File: src/rtl/rsa_pkg.sv
// Purpose: Shared constants, slot kinds and frame helpers for the
//          STM-4 regenerator section adaptation block.
// Assumes: One clock cycle carries one byte of the 9 x 1080 byte frame.
// Notes:   One line per rule follows.
package rsa_pkg;

   // -----------------------------------------------------------------
   // Frame geometry.
   // -----------------------------------------------------------------
   localparam logic [3:0] ROW_LAST = 4'h8;  // Nine rows.
   localparam logic [10:0] COL_LAST = 11'h437;  // 1080 columns.
   localparam logic [3:0] OH_ROW_LAST = 4'h2;  // Overhead rows 0..2.
   localparam logic [10:0] OH_COL_LAST = 11'h023;  // Overhead cols 0..35.
   localparam logic [3:0] ORDER_ROW = 4'h1;  // Row holding E1 and F1.
   localparam logic [10:0] E1_COL = 11'h00c;  // E1 column.
   localparam logic [10:0] F1_COL = 11'h018;  // F1 column.
   localparam logic [3:0] DCC_ROW = 4'h2;  // Row holding D1..D3.
   localparam logic [10:0] D1_COL = 11'h000;  // D1 column.
   localparam logic [10:0] D2_COL = 11'h00c;  // D2 column.
   localparam logic [10:0] D3_COL = 11'h018;  // D3 column.
   localparam int FRAME_BYTES = 9720;  // Bytes in one frame.
   localparam int BIT_DIV = FRAME_BYTES / 8;  // Byte clocks per 64 kHz bit.
   localparam logic [7:0] ALL_ONES = 8'hff;  // Replacement pattern.
   localparam logic [7:0] IDLE_BYTE = 8'h00;  // Unused overhead content.

   // -----------------------------------------------------------------
   // Timing and store sizing.
   // -----------------------------------------------------------------
   localparam int CLK_MHZ = 20;  // Clock rate in MHz.
   localparam int SRC_AIS_US = 250;  // Longest source replacement time.
   localparam int SRC_AIS_CYC = SRC_AIS_US * CLK_MHZ;  // Cycles, round down.
   localparam int TRIB_AIS_US = 1000;  // Longest sink replacement time.
   localparam int TRIB_AIS_CYC = TRIB_AIS_US * CLK_MHZ;  // Cycles, round down.
   localparam int STORE_AW = 2;  // Four octets cover 18 us many times.
   localparam logic [2:0] FILL_LOW = 3'h1;  // Underflow margin.
   localparam logic [2:0] FILL_HIGH = 3'h3;  // Overflow margin.

   // Kind of byte at a frame position.
   typedef enum logic [2:0] {SL_MS, SL_DCC, SL_E1, SL_F1, SL_OTHER} rsa_slot_t;

   // Classifies one frame position.
   function automatic rsa_slot_t rsa_slot(input logic [3:0] row, input logic [10:0] col);
      if (row <= OH_ROW_LAST && col <= OH_COL_LAST) begin
         if (row == ORDER_ROW && col == E1_COL) return SL_E1;
         if (row == ORDER_ROW && col == F1_COL) return SL_F1;
         if (row == DCC_ROW && (col == D1_COL || col == D2_COL || col == D3_COL)) return SL_DCC;
         return SL_OTHER;
      end
      return SL_MS;
   endfunction

   // Advances a {row, col} position by one byte, wrapping at frame end.
   function automatic logic [14:0] rsa_adv(input logic [3:0] row, input logic [10:0] col);
      if (col != COL_LAST) return {row, col + 11'h001};
      if (row != ROW_LAST) return {row + 4'h1, 11'h000};
      return 15'h0000;
   endfunction

endpackage

File: src/rtl/rsa_store.sv
// Purpose: Small octet store for the tributary elastic buffer.
// Assumes: Writes and reads share one clock.
// Notes:   Read data comes out of a register one cycle after the address.
`timescale 1ns/1ns
`default_nettype none
module rsa_store #(
   parameter int W = 8,
   parameter int AW = 2
) (
   input wire logic clk_i,
   input wire logic rst_i,
   input wire logic we_i,
   input wire logic [AW-1:0] waddr_i,
   input wire logic [W-1:0] wdata_i,
   input wire logic [AW-1:0] raddr_i,
   output logic [W-1:0] rdata_o
);
   // -----------------------------------------------------------------
   // State.
   // -----------------------------------------------------------------
   typedef struct packed {
      logic [(1<<AW)-1:0][W-1:0] mem;  // Octet cells.
      logic [W-1:0] rdata;  // Registered read data.
   } rss_state_t;
   rss_state_t st_ff, nxt_st;

   // Writes one cell when we_i is high and reads one cell each cycle.
   always_comb begin
      nxt_st = st_ff;
      if (we_i) nxt_st.mem[waddr_i] = wdata_i;
      nxt_st.rdata = st_ff.mem[raddr_i];
   end

   // Registers the state.
   always_ff @(posedge clk_i or posedge rst_i) begin
      if (rst_i) st_ff <= '0;
      else st_ff <= nxt_st;
   end

   assign rdata_o = st_ff.rdata;
endmodule // rsa_store
`default_nettype wire

File: src/rtl/rsa_buf2.sv
// Purpose: Two-entry buffer with valid and ready on both sides.
// Assumes: Single clock.
// Notes:   Input ready is registered, so a full buffer stalls the source.
`timescale 1ns/1ns
`default_nettype none
module rsa_buf2 #(
   parameter int W = 8
) (
   input wire logic clk_i,
   input wire logic rst_i,
   input wire logic in_valid_i,
   output logic in_ready_o,
   input wire logic [W-1:0] in_data_i,
   output logic out_valid_o,
   input wire logic out_ready_i,
   output logic [W-1:0] out_data_o
);
   // -----------------------------------------------------------------
   // State.
   // -----------------------------------------------------------------
   typedef struct packed {
      logic [1:0][W-1:0] word;  // Entry 0 is the head.
      logic [1:0] count;  // Words held.
      logic ready;  // Room for a word next cycle.
   } rsb_state_t;
   rsb_state_t st_ff, nxt_st;

   // Pops the head and pushes at the tail in the same cycle if asked.
   always_comb begin
      logic push;
      logic pop;
      logic [1:0] cnt;
      nxt_st = st_ff;
      push = in_valid_i && st_ff.ready;
      pop = out_ready_i && (st_ff.count != 2'h0);
      cnt = st_ff.count;
      if (pop) begin
         nxt_st.word[0] = st_ff.word[1];
         cnt = cnt - 2'h1;
      end
      if (push) begin
         nxt_st.word[cnt[0]] = in_data_i;
         cnt = cnt + 2'h1;
      end
      nxt_st.count = cnt;
      nxt_st.ready = (cnt != 2'h2);
   end

   // Registers the state.
   always_ff @(posedge clk_i or posedge rst_i) begin
      if (rst_i) st_ff <= '0;
      else st_ff <= nxt_st;
   end

   assign in_ready_o = st_ff.ready;
   assign out_valid_o = (st_ff.count != 2'h0);
   assign out_data_o = st_ff.word[0];
endmodule // rsa_buf2
`default_nettype wire

File: src/rtl/rsa_top.sv
// Purpose: Regenerator section adaptation, both directions, for an
//          STM-4 frame: payload, data channel and one 64 kbit/s channel.
// Assumes: CLOCK_I is the frame byte clock; one byte per cycle.
// Notes:   The tributary clock and data are pins and are synchronised.
`timescale 1ns/1ns
`default_nettype none
module rsa_top
   import rsa_pkg::*;
#(
   parameter bit SEL_F1 = 1'b0  // Channel byte: 0 selects E1, 1 selects F1.
) (
   input wire logic CLOCK_I,
   input wire logic RST_I,
   // Source side: frame timing, payload and its fail.
   input wire logic LINE_TIMING_FRAME_START_I,
   input wire logic [7:0] MUX_SECTION_DATA_I,
   input wire logic MUX_SECTION_FAIL_I = 1'b0,
   // Channel bytes for the D bytes.
   input wire logic [7:0] COMM_CHANNEL_DATA_I,
   input wire logic COMM_CHANNEL_VALID_I,
   output logic COMM_CHANNEL_READY_O,
   output logic COMM_CHANNEL_CLOCK_O,
   // Tributary pins from another clock.
   input wire logic TRIBUTARY_64K_DATA_I,
   input wire logic TRIBUTARY_64K_CLOCK_I,
   input wire logic TRIBUTARY_64K_OCTET_I,
   // Access point, both directions.
   output logic [7:0] REGEN_ACCESS_DATA_O,
   output logic REGEN_ACCESS_FRAME_START_O,
   input wire logic [7:0] REGEN_ACCESS_DATA_I,
   input wire logic REGEN_ACCESS_FRAME_START_I,
   input wire logic TRAIL_FAIL_IN_I,
   // Sink side outputs.
   output logic [7:0] MUX_SECTION_DATA_O,
   output logic MUX_SECTION_VALID_O,
   output logic MUX_SECTION_FRAME_START_O,
   output logic MUX_SECTION_FAIL_O,
   output logic [7:0] COMM_CHANNEL_DATA_O,
   output logic COMM_CHANNEL_VALID_O,
   output logic COMM_CHANNEL_FAIL_O,
   output logic TRIBUTARY_64K_DATA_O,
   output logic TRIBUTARY_64K_CLOCK_O,
   output logic TRIBUTARY_64K_FAIL_O
);
   // -----------------------------------------------------------------
   // State of the block.
   // -----------------------------------------------------------------
   // Channel byte choice and the 64 kHz divider points.
   localparam rsa_slot_t CH_SLOT = SEL_F1 ? SL_F1 : SL_E1;  // Chosen byte.
   localparam logic [10:0] DIV_LAST = 11'(BIT_DIV - 1);  // Divider wrap.
   localparam logic [10:0] DIV_HALF = 11'(BIT_DIV / 2);  // Clock high half.

   typedef struct packed {
      // Frame positions.
      logic [3:0] src_row;  // Source position of the next byte.
      logic [10:0] src_col;
      logic [3:0] snk_row;  // Sink position of the next byte.
      logic [10:0] snk_col;
      // Source line and channel.
      logic [7:0] ao_data;  // Access output byte.
      logic ao_fs;  // Access output frame start.
      logic cc_clk;  // Channel byte taken.
      // Tributary input and slip buffer.
      logic [2:0] tr_sync1;  // First stage: clock, data, octet.
      logic [2:0] tr_sync2;  // Second stage.
      logic tr_clk_d;  // Previous synced tributary clock.
      logic [7:0] tr_sh;  // Incoming tributary bits.
      logic [2:0] tr_bits;  // Bits gathered in the octet.
      logic [2:0] wr_ptr;  // Store write pointer.
      logic [2:0] rd_ptr;  // Store read pointer.
      logic [7:0] last_oct;  // Octet last sent.
      // Sink pass-through outputs.
      logic [7:0] ms_data;  // Sink payload output.
      logic ms_val;
      logic ms_fs;
      logic ms_fail;
      logic [7:0] cc_data;  // Sink channel output.
      logic cc_val;
      logic cc_fail;
      // Sink tributary smoothing.
      logic [7:0] k_latch;  // Latched received octet.
      logic [7:0] k_sh;  // Bits being shifted out.
      logic [10:0] k_div;  // 64 kHz divider.
      logic [2:0] k_bit;  // Bit within the octet.
      logic k_dat;
      logic k_clk;
      logic k_fail;
   } rsa_state_t;
   rsa_state_t st_ff, nxt_st;

   // -----------------------------------------------------------------
   // Helpers.
   // -----------------------------------------------------------------
   logic [3:0] src_row;  // Source position of the current byte.
   logic [10:0] src_col;
   logic [3:0] snk_row;  // Sink position of the current byte.
   logic [10:0] snk_col;
   rsa_slot_t src_slot;  // Kind of the current source byte.
   rsa_slot_t snk_slot;  // Kind of the current sink byte.
   logic [2:0] fill;  // Octets held in the elastic store.
   logic [7:0] st_rdata;  // Store read data.
   logic cc_take;  // Channel byte consumed this cycle.
   logic cc_valid;  // Buffer holds a channel byte.
   logic [7:0] cc_bdata;  // Buffer head byte.
   logic tr_edge;  // Rising edge of the tributary clock.
   logic tr_write;  // A full octet goes into the store.
   logic k_tick;  // One 64 kHz bit period has ended.

   // Positions restart on frame start, otherwise run on.
   always_comb begin
      src_row = LINE_TIMING_FRAME_START_I ? 4'h0 : st_ff.src_row;
      src_col = LINE_TIMING_FRAME_START_I ? 11'h000 : st_ff.src_col;
      snk_row = REGEN_ACCESS_FRAME_START_I ? 4'h0 : st_ff.snk_row;
      snk_col = REGEN_ACCESS_FRAME_START_I ? 11'h000 : st_ff.snk_col;
      src_slot = rsa_slot(src_row, src_col);
      snk_slot = rsa_slot(snk_row, snk_col);
   end

   // One spare pointer bit tells a full store from an empty one.
   assign fill = st_ff.wr_ptr - st_ff.rd_ptr;
   assign cc_take = (src_slot == SL_DCC) && cc_valid;
   assign tr_edge = st_ff.tr_sync2[2] && !st_ff.tr_clk_d;
   // An octet is whole on its eighth edge; a marker there starts anew.
   assign tr_write = tr_edge && (st_ff.tr_bits == 3'h7) && !st_ff.tr_sync2[0];
   assign k_tick = (st_ff.k_div == DIV_LAST);

   // -----------------------------------------------------------------
   // Channel buffer and elastic store.
   // -----------------------------------------------------------------
   // Channel bytes wait here until the next D byte comes round.
   rsa_buf2 #(.W(8)) u_cc_buf (
      .clk_i(CLOCK_I),
      .rst_i(RST_I),
      .in_valid_i(COMM_CHANNEL_VALID_I),
      .in_ready_o(COMM_CHANNEL_READY_O),
      .in_data_i(COMM_CHANNEL_DATA_I),
      .out_valid_o(cc_valid),
      .out_ready_i(src_slot == SL_DCC),
      .out_data_o(cc_bdata)
   );

   // Four-octet slip buffer between tributary and frame timing.
   rsa_store #(.W(8), .AW(STORE_AW)) u_store (
      .clk_i(CLOCK_I),
      .rst_i(RST_I),
      .we_i(tr_write),
      .waddr_i(st_ff.wr_ptr[1:0]),
      .wdata_i({st_ff.tr_sh[6:0], st_ff.tr_sync2[1]}),
      .raddr_i(st_ff.rd_ptr[1:0]),
      .rdata_o(st_rdata)
   );

   // -----------------------------------------------------------------
   // Next state.
   // -----------------------------------------------------------------
   always_comb begin
      nxt_st = st_ff;
      {nxt_st.src_row, nxt_st.src_col} = rsa_adv(src_row, src_col);
      {nxt_st.snk_row, nxt_st.snk_col} = rsa_adv(snk_row, snk_col);

      // Source: pick the byte for the current position.
      nxt_st.ao_fs = LINE_TIMING_FRAME_START_I;
      nxt_st.cc_clk = cc_take;
      case (src_slot)
         SL_MS: nxt_st.ao_data = MUX_SECTION_DATA_I;
         SL_DCC: nxt_st.ao_data = cc_valid ? cc_bdata : ALL_ONES;
         default: nxt_st.ao_data = IDLE_BYTE;
      endcase
      if (src_slot == CH_SLOT) begin
         // Justification is decided from the store fill.
         if (fill <= FILL_LOW) begin
            // Near empty: hold the pointer and send the last octet again.
            nxt_st.ao_data = st_ff.last_oct;
         end else if (fill >= FILL_HIGH) begin
            // Near full: send one octet and drop the next one whole.
            nxt_st.ao_data = st_rdata;
            nxt_st.last_oct = st_rdata;
            nxt_st.rd_ptr = st_ff.rd_ptr + 3'h2;
         end else begin
            // Normal read: one octet per frame.
            nxt_st.ao_data = st_rdata;
            nxt_st.last_oct = st_rdata;
            nxt_st.rd_ptr = st_ff.rd_ptr + 3'h1;
         end
      end
      // A failed server replaces every byte at the same byte rate.
      if (MUX_SECTION_FAIL_I) nxt_st.ao_data = ALL_ONES;

      // Tributary input: sync pins, gather bits, write whole octets.
      nxt_st.tr_sync1 = {TRIBUTARY_64K_CLOCK_I, TRIBUTARY_64K_DATA_I, TRIBUTARY_64K_OCTET_I};
      nxt_st.tr_sync2 = st_ff.tr_sync1;
      nxt_st.tr_clk_d = st_ff.tr_sync2[2];
      // A marker bit restarts the octet, so a cut octet is lost whole.
      if (tr_edge) begin
         nxt_st.tr_sh = {st_ff.tr_sh[6:0], st_ff.tr_sync2[1]};
         nxt_st.tr_bits = st_ff.tr_sync2[0] ? 3'h1 : st_ff.tr_bits + 3'h1;
         if (st_ff.tr_sync2[0]) nxt_st.tr_sh = {7'h00, st_ff.tr_sync2[1]};
      end
      if (tr_write) nxt_st.wr_ptr = st_ff.wr_ptr + 3'h1;

      // Sink: payload and data channel pass through with the fail copy.
      nxt_st.ms_data = REGEN_ACCESS_DATA_I;
      // Valid is low on overhead bytes; data passes either way.
      nxt_st.ms_val = (snk_slot == SL_MS);
      nxt_st.ms_fs = REGEN_ACCESS_FRAME_START_I;
      nxt_st.ms_fail = TRAIL_FAIL_IN_I;
      nxt_st.cc_data = REGEN_ACCESS_DATA_I;
      nxt_st.cc_val = (snk_slot == SL_DCC);
      nxt_st.cc_fail = TRAIL_FAIL_IN_I;

      // Sink tributary: latch the octet, shift it out at 64 kHz.
      if (snk_slot == CH_SLOT) nxt_st.k_latch = REGEN_ACCESS_DATA_I;
      // The divider runs on through a fail so the bit rate holds.
      nxt_st.k_div = k_tick ? 11'h000 : st_ff.k_div + 11'h001;
      nxt_st.k_clk = (st_ff.k_div < DIV_HALF);
      nxt_st.k_fail = TRAIL_FAIL_IN_I;
      // After the eighth bit the shifter reloads from the latch.
      if (k_tick) begin
         nxt_st.k_bit = st_ff.k_bit + 3'h1;
         nxt_st.k_sh = (st_ff.k_bit == 3'h7) ? st_ff.k_latch : {st_ff.k_sh[6:0], 1'b0};
         nxt_st.k_dat = st_ff.k_fail ? 1'b1 : nxt_st.k_sh[7];
      end
   end

   // -----------------------------------------------------------------
   // State register.
   // -----------------------------------------------------------------
   always_ff @(posedge CLOCK_I or posedge RST_I) begin
      if (RST_I) begin
         // Every counter and output starts from zero.
         st_ff <= '0;
      end else begin
         st_ff <= nxt_st;
      end
   end

   // -----------------------------------------------------------------
   // Outputs.
   // -----------------------------------------------------------------
   // Source line and channel outputs.
   assign REGEN_ACCESS_DATA_O = st_ff.ao_data;
   assign REGEN_ACCESS_FRAME_START_O = st_ff.ao_fs;
   assign COMM_CHANNEL_CLOCK_O = st_ff.cc_clk;

   // Sink pass-through outputs.
   assign MUX_SECTION_DATA_O = st_ff.ms_data;
   assign MUX_SECTION_VALID_O = st_ff.ms_val;
   assign MUX_SECTION_FRAME_START_O = st_ff.ms_fs;
   assign MUX_SECTION_FAIL_O = st_ff.ms_fail;
   assign COMM_CHANNEL_DATA_O = st_ff.cc_data;
   assign COMM_CHANNEL_VALID_O = st_ff.cc_val;
   assign COMM_CHANNEL_FAIL_O = st_ff.cc_fail;

   // Smoothed tributary outputs.
   assign TRIBUTARY_64K_DATA_O = st_ff.k_dat;
   assign TRIBUTARY_64K_CLOCK_O = st_ff.k_clk;
   assign TRIBUTARY_64K_FAIL_O = st_ff.k_fail;
endmodule // rsa_top
`default_nettype wire

File: config.mk
export PLATFORM = sky130hd
export DESIGN_NAME = rsa_top
export DESIGN_NICKNAME = d
export VERILOG_FILES = /design/src/rtl/rsa_pkg.sv /design/src/rtl/rsa_store.sv /design/src/rtl/rsa_buf2.sv /design/src/rtl/rsa_top.sv
export SDC_FILE = /design/constraint.sdc
export NUM_CORES = 1
export LEC_CHECK = 0
export BUFFER_PORTS_ARGS = -buffer_cell sky130_fd_sc_hd__clkbuf_2
export CORE_MARGIN = 1.5
export CORE_UTILIZATION = 45
export CTS_BUF_LIST = sky130_fd_sc_hd__clkbuf_2
export DETAILED_ROUTE_END_ITERATION = 8
export PLACE_DENSITY = 0.76
export SETUP_SLACK_MARGIN = 0.1
export SLEW_MARGIN = 20
export SYNTH_ARGS = -nofsm -noshare
export SYNTH_HDL_FRONTEND = slang
export SYNTH_SLANG_ARGS = --single-unit
File: constraint.sdc
create_clock -name CLOCK_I -period 5 [get_ports CLOCK_I]
set_clock_uncertainty 0.15 [all_clocks]
set_input_delay 0.25 -clock CLOCK_I [delete_from_list [all_inputs] [get_ports CLOCK_I]]
set_output_delay 0.25 -clock CLOCK_I [all_outputs]
set_load 0.01 [all_outputs]
==> results.sh, run 1 <==
export IMPL_status="finished clean"
export IMPL_rsz0062_at_grt="no"
export IMPL_synth_avg_cell_area_um2=10.8
export IMPL_grt_max_degree=174
export IMPL_maxCapViolations=0
export IMPL_area_growth_pct=13.0
export IMPL_diodes=0
export IMPL_clockRootBuffer="clkbuf_2"
export IMPL_drt_initial_drc_count=271
export IMPL_final_nets=908
export IMPL_rr_worst_depth=10
export IMPL_setup_tns_ns=0
export IMPL_drive_above_1_share_pct=20.8
export IMPL_utilization_pct=51.9
export IMPL_hold_violations=0
export IMPL_grt_pass1_wl_um=27200
export IMPL_first_pass_iters=6
export IMPL_async_flop_share_pct=100
export IMPL_max_slew_margin_rel_pct=38.5
export IMPL_syn_nets=825
export IMPL_dp_hpwl_um=10200
export IMPL_p_leak_uw=0.00433
export IMPL_synthDistinctLibCells=58
export IMPL_ys_seq_area_share_pct=52.3
export IMPL_clk_latency_ns=0.72
export IMPL_yosys_area_top_type="dfrtp_1"
export IMPL_route_detailed_drc=0
export IMPL_fmax_mhz=249
export IMPL_routed_wl_um=15900
export IMPL_netlist_area_mm2=0.00828
export IMPL_synthTopCellsByArea="dfrtp_1 52%, mux2_2 6.9%, ha_1 3.9%"
export IMPL_numPortBuffers=68
export IMPL_cts_buffers=17
export IMPL_synth_top_area_share_pct=52.3
export IMPL_worst_slew_pin_slew_ns=0.918
export IMPL_ir_worst_vdd_mv=0.197
export IMPL_die_y_um=139
export IMPL_io_pins=69
export IMPL_tritoncts="built"
export IMPL_die_w_um=139
export IMPL_clkTransAtPathRegs_ns=0.25
export IMPL_required_ns=5.52
export IMPL_worstPathArrival_ns=4.54
export IMPL_cts_buffer_depth=2
export IMPL_coreArea_mm2=0.0180
export IMPL_synth_edf_count=0
export IMPL_yosys_warnings=0
export IMPL_crit_fanout=16
export IMPL_die_area_mm2=0.0192
export IMPL_finalWeightedCongestion=0.784
export IMPL_crit_type="register to register"
export IMPL_grt_pass1_vias=5599
export IMPL_via_per_inst=5.28
export IMPL_grt_usage_pct=17.2
export IMPL_overflow=0
export IMPL_synth_ff_latch_count=173
export IMPL_placed_area_mm2=0.00862
export IMPL_wl_per_cell_um=14.6
export IMPL_stdcell_area_mm2=0.00936
export IMPL_drv_slew=0
export IMPL_ant_nets=0
export IMPL_fin_crit_ns=4.02
export IMPL_cellPowerDensity_mw_per_mm2=291
export IMPL_critPathLaunchType="register"
export IMPL_end_kind="register"
export IMPL_vias=5743
export IMPL_hp_class="input port to asynchronous set/reset pin"
export IMPL_period_share_pct=80.4
export IMPL_htree_num_levels=4
export IMPL_cts_num_sinks=173
export IMPL_synthFlopType="dfrtp_1"
export IMPL_rrSetupSlack_ns=0.98
export IMPL_antenna_found_initial=0
export IMPL_fp_row_count=49
export IMPL_postCtsSetupBuffers=0
export IMPL_start_util_pct=45.9
export IMPL_postSynthCellCount=764
export IMPL_setup_viol=0
## placed cells by master (no fill, tap or decap), types with 12 or more instances in the layout
cell type | netlist | routed
a21oi_1 | 27 | 27
clkbuf_2 | 0 | 85
dfrtp_1 | 173 | 173
dlygate4sd3_1 | 0 | 53
ha_1 | 26 | 26
inv_1 | 25 | 24
mux2_2 | 51 | 51
nand2_1 | 67 | 67
nand2b_1 | 22 | 22
nand3_1 | 15 | 15
nor2_1 | 61 | 61
nor2b_1 | 12 | 12
o21ai_0 | 62 | 62
or2_2 | 12 | 12
xnor2_1 | 13 | 13
xor2_1 | 17 | 17
## worst max-delay path: stages (launching register included)
cell and delay, ns:
dfrtp_1 0.78, ha_1 0.24, inv_1 0.05, fa_1 0.37, xor2_1 0.18, xnor2_1 0.44
nor2_1 0.16, nor3_2 0.77, a21oi_1 0.16, o21ai_0 0.12, dlygate4sd3_1 0.58
## flip-flops by register name (all words and copies together) (netlist names)
register	cells
COMM_CHANNEL_DATA_O	8
COMM_CHANNEL_VALID_O	1
u_store.rdata_o	8
u_cc_buf.out_data_o	8
u_store.st_ff	32
TRIBUTARY_64K_CLOCK_O	1
REGEN_ACCESS_FRAME_START_O	1
TRIBUTARY_64K_DATA_O	1
REGEN_ACCESS_DATA_O	8
st_ff	86
u_cc_buf.in_ready_o	1
MUX_SECTION_FRAME_START_O	1
u_cc_buf.st_ff	10
TRIBUTARY_64K_FAIL_O	1
COMM_CHANNEL_CLOCK_O	1
MUX_SECTION_VALID_O	1
nxt_st	4
## stage by stage
step	hold slack (ns)	total power (uW)	worst slack, ns	std cells
6_report	0.146	2730	0.980	1088
5_1_grt	0.0939	2880	0.669	1088
4_1_cts	0.0736	2750	0.982	1088
3_5_place_dp	0.186	2050	1.39	1004
3_3_place_gp	0.186	2030	1.50	1004
2_1_floorplan	0.131	1930	1.91	764
## report_power, final
part	total [uW]	switching, uW	internal (uW)
Clock	669	492	178
Sequential	1590	85.8	1510
Combinational	462	242	221
## final timing paths
check | from | endpoint
worst max-delay path | st_ff[62]$_DFFE_PP0P_ | REGEN_ACCESS_DATA_O[0]$_DFF_PP0_
worst min-delay path | RST_I | COMM_CHANNEL_DATA_O[4]$_DFF_PP0_
worst max register to register | st_ff[62]$_DFFE_PP0P_ | REGEN_ACCESS_DATA_O[0]$_DFF_PP0_
worst min register to register | nxt_st[82]$_DFF_PP0_ | nxt_st[79]$_DFF_PP0_
max in group asynchronous | RST_I | u_store.rdata_o[3]$_DFF_PP0_
min in group CLOCK_I | REGEN_ACCESS_DATA_I[4] | st_ff[29]$_DFFE_PP0N_
## routing by layer
layer  wire length, um  track usage, %  vias up
met3               711            3.90       11
met1              7350            23.3     2821
met2              7710            28.5      125
li1                  -               -     2786
met4               124            4.00        0
met5                 0               0        -
## repair_timing
item,in CTS,in global routing
setup endpoints to repair,0,0
hold buffers,53,0
resized for setup,0,0
endpoints found under the hold margin,243,0
## cells by family after synthesis
logic type      after synthesis  synth area share [%]
simple gates                235                  14.0
flops                       173                  52.3
compound gates              147                  11.3
buf+inv                      86                  5.11
mux                          66                  9.96
xor+xnor                     30                  3.17
fa+ha+maj                    27                  4.17
## layout make-up
| cell class | count | area, um2 |
|---|---|---|
| fill | 1594 | 8670 |
| tap | 229 | 287 |
| multi-input combinational | 505 | 3530 |
| sequential | 173 | 4330 |
| clock inverter | 14 | 118 |
| clock buffer | 17 | 85.1 |
| timing repair buffer | 124 | 906 |
| inverter | 26 | 101 |
## cell usage after synthesis (3+ instances only)
cell / number
nand2_1: 67
nor2_1: 61
o21ai_0: 62
and2_1: 3
inv_1: 25
o41ai_1: 3
or3_1: 7
nand3_1: 15
a21oi_1: 27
and4b_1: 4
mux2i_1: 7
dfrtp_1: 173
o21a_1: 9
nand3b_1: 4
buf_1: 3
or2_2: 12
ha_1: 26
xor2_1: 17
nor2b_1: 12
nor4_1: 4
o2bb2ai_1: 8
a31oi_1: 5
mux2_2: 51
o211ai_1: 7
mux4_2: 8
and3_1: 3
nand2b_1: 22
xnor2_1: 13
a221oi_1: 7
clkbuf_1: 29
nor3_1: 10
buf_4: 26
Note: power is estimated with default switching activity, not from simulation.
==> run 2: changes to the inputs <==
- clock period: 5 -> 3.3 ns (I/O delays scaled with it)
==> results.sh, run 2 (synthesis gave the netlist of run 1 again) <==
export IMPL_hold_violations=0
export IMPL_first_pass_iters=4
export IMPL_pwr_share_comb_pct=16.6
export IMPL_setup_tns_ns=0
export IMPL_required_ns=3.76
export IMPL_vias=5771
export IMPL_finalWeightedCongestion=0.844
export IMPL_critPathLaunchType="register"
export IMPL_grt_busiest_layer="met2"
export IMPL_die_y_um=139
export IMPL_dp_hpwl_um=10500
export IMPL_largest_reg_flops=86
export IMPL_place_inst=1016
export IMPL_grt_usage_pct=17.5
export IMPL_drv_slew=0
export IMPL_postCtsSetupBuffers=0
export IMPL_layoutNonFillerInstCount=1097
export IMPL_wl_per_cell_um=14.8
export IMPL_coreArea_mm2=0.0180
export IMPL_met3_usage_pct=3.69
export IMPL_grt_pass1_wl_um=27800
export IMPL_status="finished clean"
export IMPL_clk_latency_ns=0.72
export IMPL_antenna_found_initial=1
export IMPL_worst_slew_pin_slew_ns=0.689
export IMPL_route_detailed_drc=0
export IMPL_max_stage_delay_ns=0.59
export IMPL_cts_buffer_depth=2
export IMPL_ctsResizeCount=0
export IMPL_crit_slowest_cell="or4_4"
export IMPL_end_kind="register"
export IMPL_cts_num_sinks=173
export IMPL_utilization_pct=52.3
export IMPL_crit_type="register to register"
export IMPL_fin_crit_ns=2.98
export IMPL_layout_cells_most_common_list="173 x dfrtp_1, 86 x clkbuf_2, 67 x nand2_1"
export IMPL_layout_commonest_cell="dfrtp_1"
export IMPL_htree_num_levels=4
export IMPL_p_leak_uw=0.00438
export IMPL_ir_worst_vdd_mv=0.299
export IMPL_clkTransAtPathRegs_ns=0.25
export IMPL_switching_share_pct=29.4
export IMPL_drive_above_1_share_pct=22.0
export IMPL_drt_initial_drc_count=327
export IMPL_final_nets=915
export IMPL_tritoncts="built"
export IMPL_clockRootBuffer="clkbuf_2"
export IMPL_switching_power_uw=1240
export IMPL_gr_usage_met2_pct=29.2
export IMPL_worstPathArrival_ns=3.45
export IMPL_via_per_inst=5.26
export IMPL_start_util_pct=45.9
export IMPL_max_slew_margin_rel_pct=53.8
export IMPL_cellPowerDensity_mw_per_mm2=446
export IMPL_cts_buffers=17
export IMPL_period_share_pct=90.4
export IMPL_fillers=1569
export IMPL_multi_input_area_mm2=0.00353
export IMPL_fp_row_count=49
export IMPL_hp_class="input port to register"
export IMPL_routed_wl_um=16200
export IMPL_rrSetupSlack_ns=0.32
export IMPL_io_pins=69
export IMPL_setup_viol=0
export IMPL_ant_nets=0
export IMPL_layout_area_seq_mm2=0.00433
export IMPL_maxCapViolations=0
export IMPL_grt_pass1_vias=5766
export IMPL_use_met1_pct=23.6
export IMPL_top_register="st_ff"
export IMPL_reg_largest_list="st_ff: 86 flops, u_store.st_ff: 32 flops, u_cc_buf.st_ff: 10 flops"
export IMPL_p_int_uw=2970
export IMPL_die_w_um=139
export IMPL_rsz0062_at_grt="no"
export IMPL_overflow=0
export IMPL_crit_fanout=8
export IMPL_grt_max_degree=79
export IMPL_area_growth_pct=13.9
export IMPL_power_frac_seq_pct=57.6
export IMPL_path_cells="or4_4 -> a2111oi_2 -> o21a_1 -> nand2_1 -> inv_1 -> xnor2_1 -> ha_1 -> mux2_2"
export IMPL_p_clk_share_pct=25.9
export IMPL_die_area_mm2=0.0192
export IMPL_fmax_mhz=335
export IMPL_numPortBuffers=68
==> run 2: what timing repair did <==
item,4_1_cts,5_1_grt
endpoints found under the setup margin,0,0
hold buffers,47,1
endpoints found under the hold margin,250,1
==> run 2: routing by layer <==
metal / vias up / wire [um]
li1: 2799 / -
met1: 2843 / 7530
met2: 122 / 7990
met3: 7 / 569
met4: 0 / 91
met5: - / 0
==> run 2: power groups by stage <==
| stage | clock, uW | combinational [uW] | sequential (uW) |
|---|---|---|---|
| after detailed placement | 0 | 646 | 2460 |
| after global placement | 0 | 635 | 2450 |
| final | 1090 | 696 | 2420 |
| after global routing | 1210 | 780 | 2450 |
| after CTS | 1120 | 694 | 2420 |
| after floorplan | 0 | 527 | 2400 |
==> run 2: area by class of cell <==
class	instances	area share, %
clock inverter	14	1.47
timing repair buffer	131	10.0
inverter	26	1.08
sequential	173	45.9
tap	229	3.04
antenna	1	0.0265
multi-input combinational	505	37.5
clock buffer	18	0.956
==> run 2: final timing paths <==
kind | start | endpoint | cells after the start
max | st_ff[119]$_DFF_PP0_ | u_cc_buf.st_ff[16]$_DFFE_PP0P_ | 8
min | REGEN_ACCESS_DATA_I[0] | st_ff[25]$_DFFE_PP0N_ | 3
max reg2reg | st_ff[119]$_DFF_PP0_ | u_cc_buf.st_ff[16]$_DFFE_PP0P_ | 8
min reg2reg | nxt_st[80]$_DFF_PP0_ | st_ff[80]$_DFF_PP0_ | 0
max in group asynchronous | RST_I | st_ff[62]$_DFFE_PP0P_ | 5
min in group asynchronous | RST_I | st_ff[21]$_DFFE_PP0N_ | 4
==> run 2: per-stage QoR <==
stage / area, um2 / worst slack [ns] / hold slack (ns) / total power, uW
after floorplan: 8280 / 0.298 / 0.0464 / 2920
after global placement: 8710 / 0.439 / -0.00140 / 3090
after detailed placement: 8710 / 0.377 / 0.00613 / 3100
after CTS: 9410 / 0.302 / 0.00149 / 4230
after global routing: 9430 / 0.122 / 0.00308 / 4440
final: 9430 / 0.316 / 0.0812 / 4200
==> run 2: critical path: cells and delay by family (launching register included) <==
kind	cells	cell delay, ns
AOI/OAI and AO/OA	2	0.58
xor gates and xnor gates	1	0.13
adders and majority gates	1	0.38
buffers and inverters	1	0.11
DFF	1	0.48
muxes	1	0.38
and+or+nand+nor	2	0.68
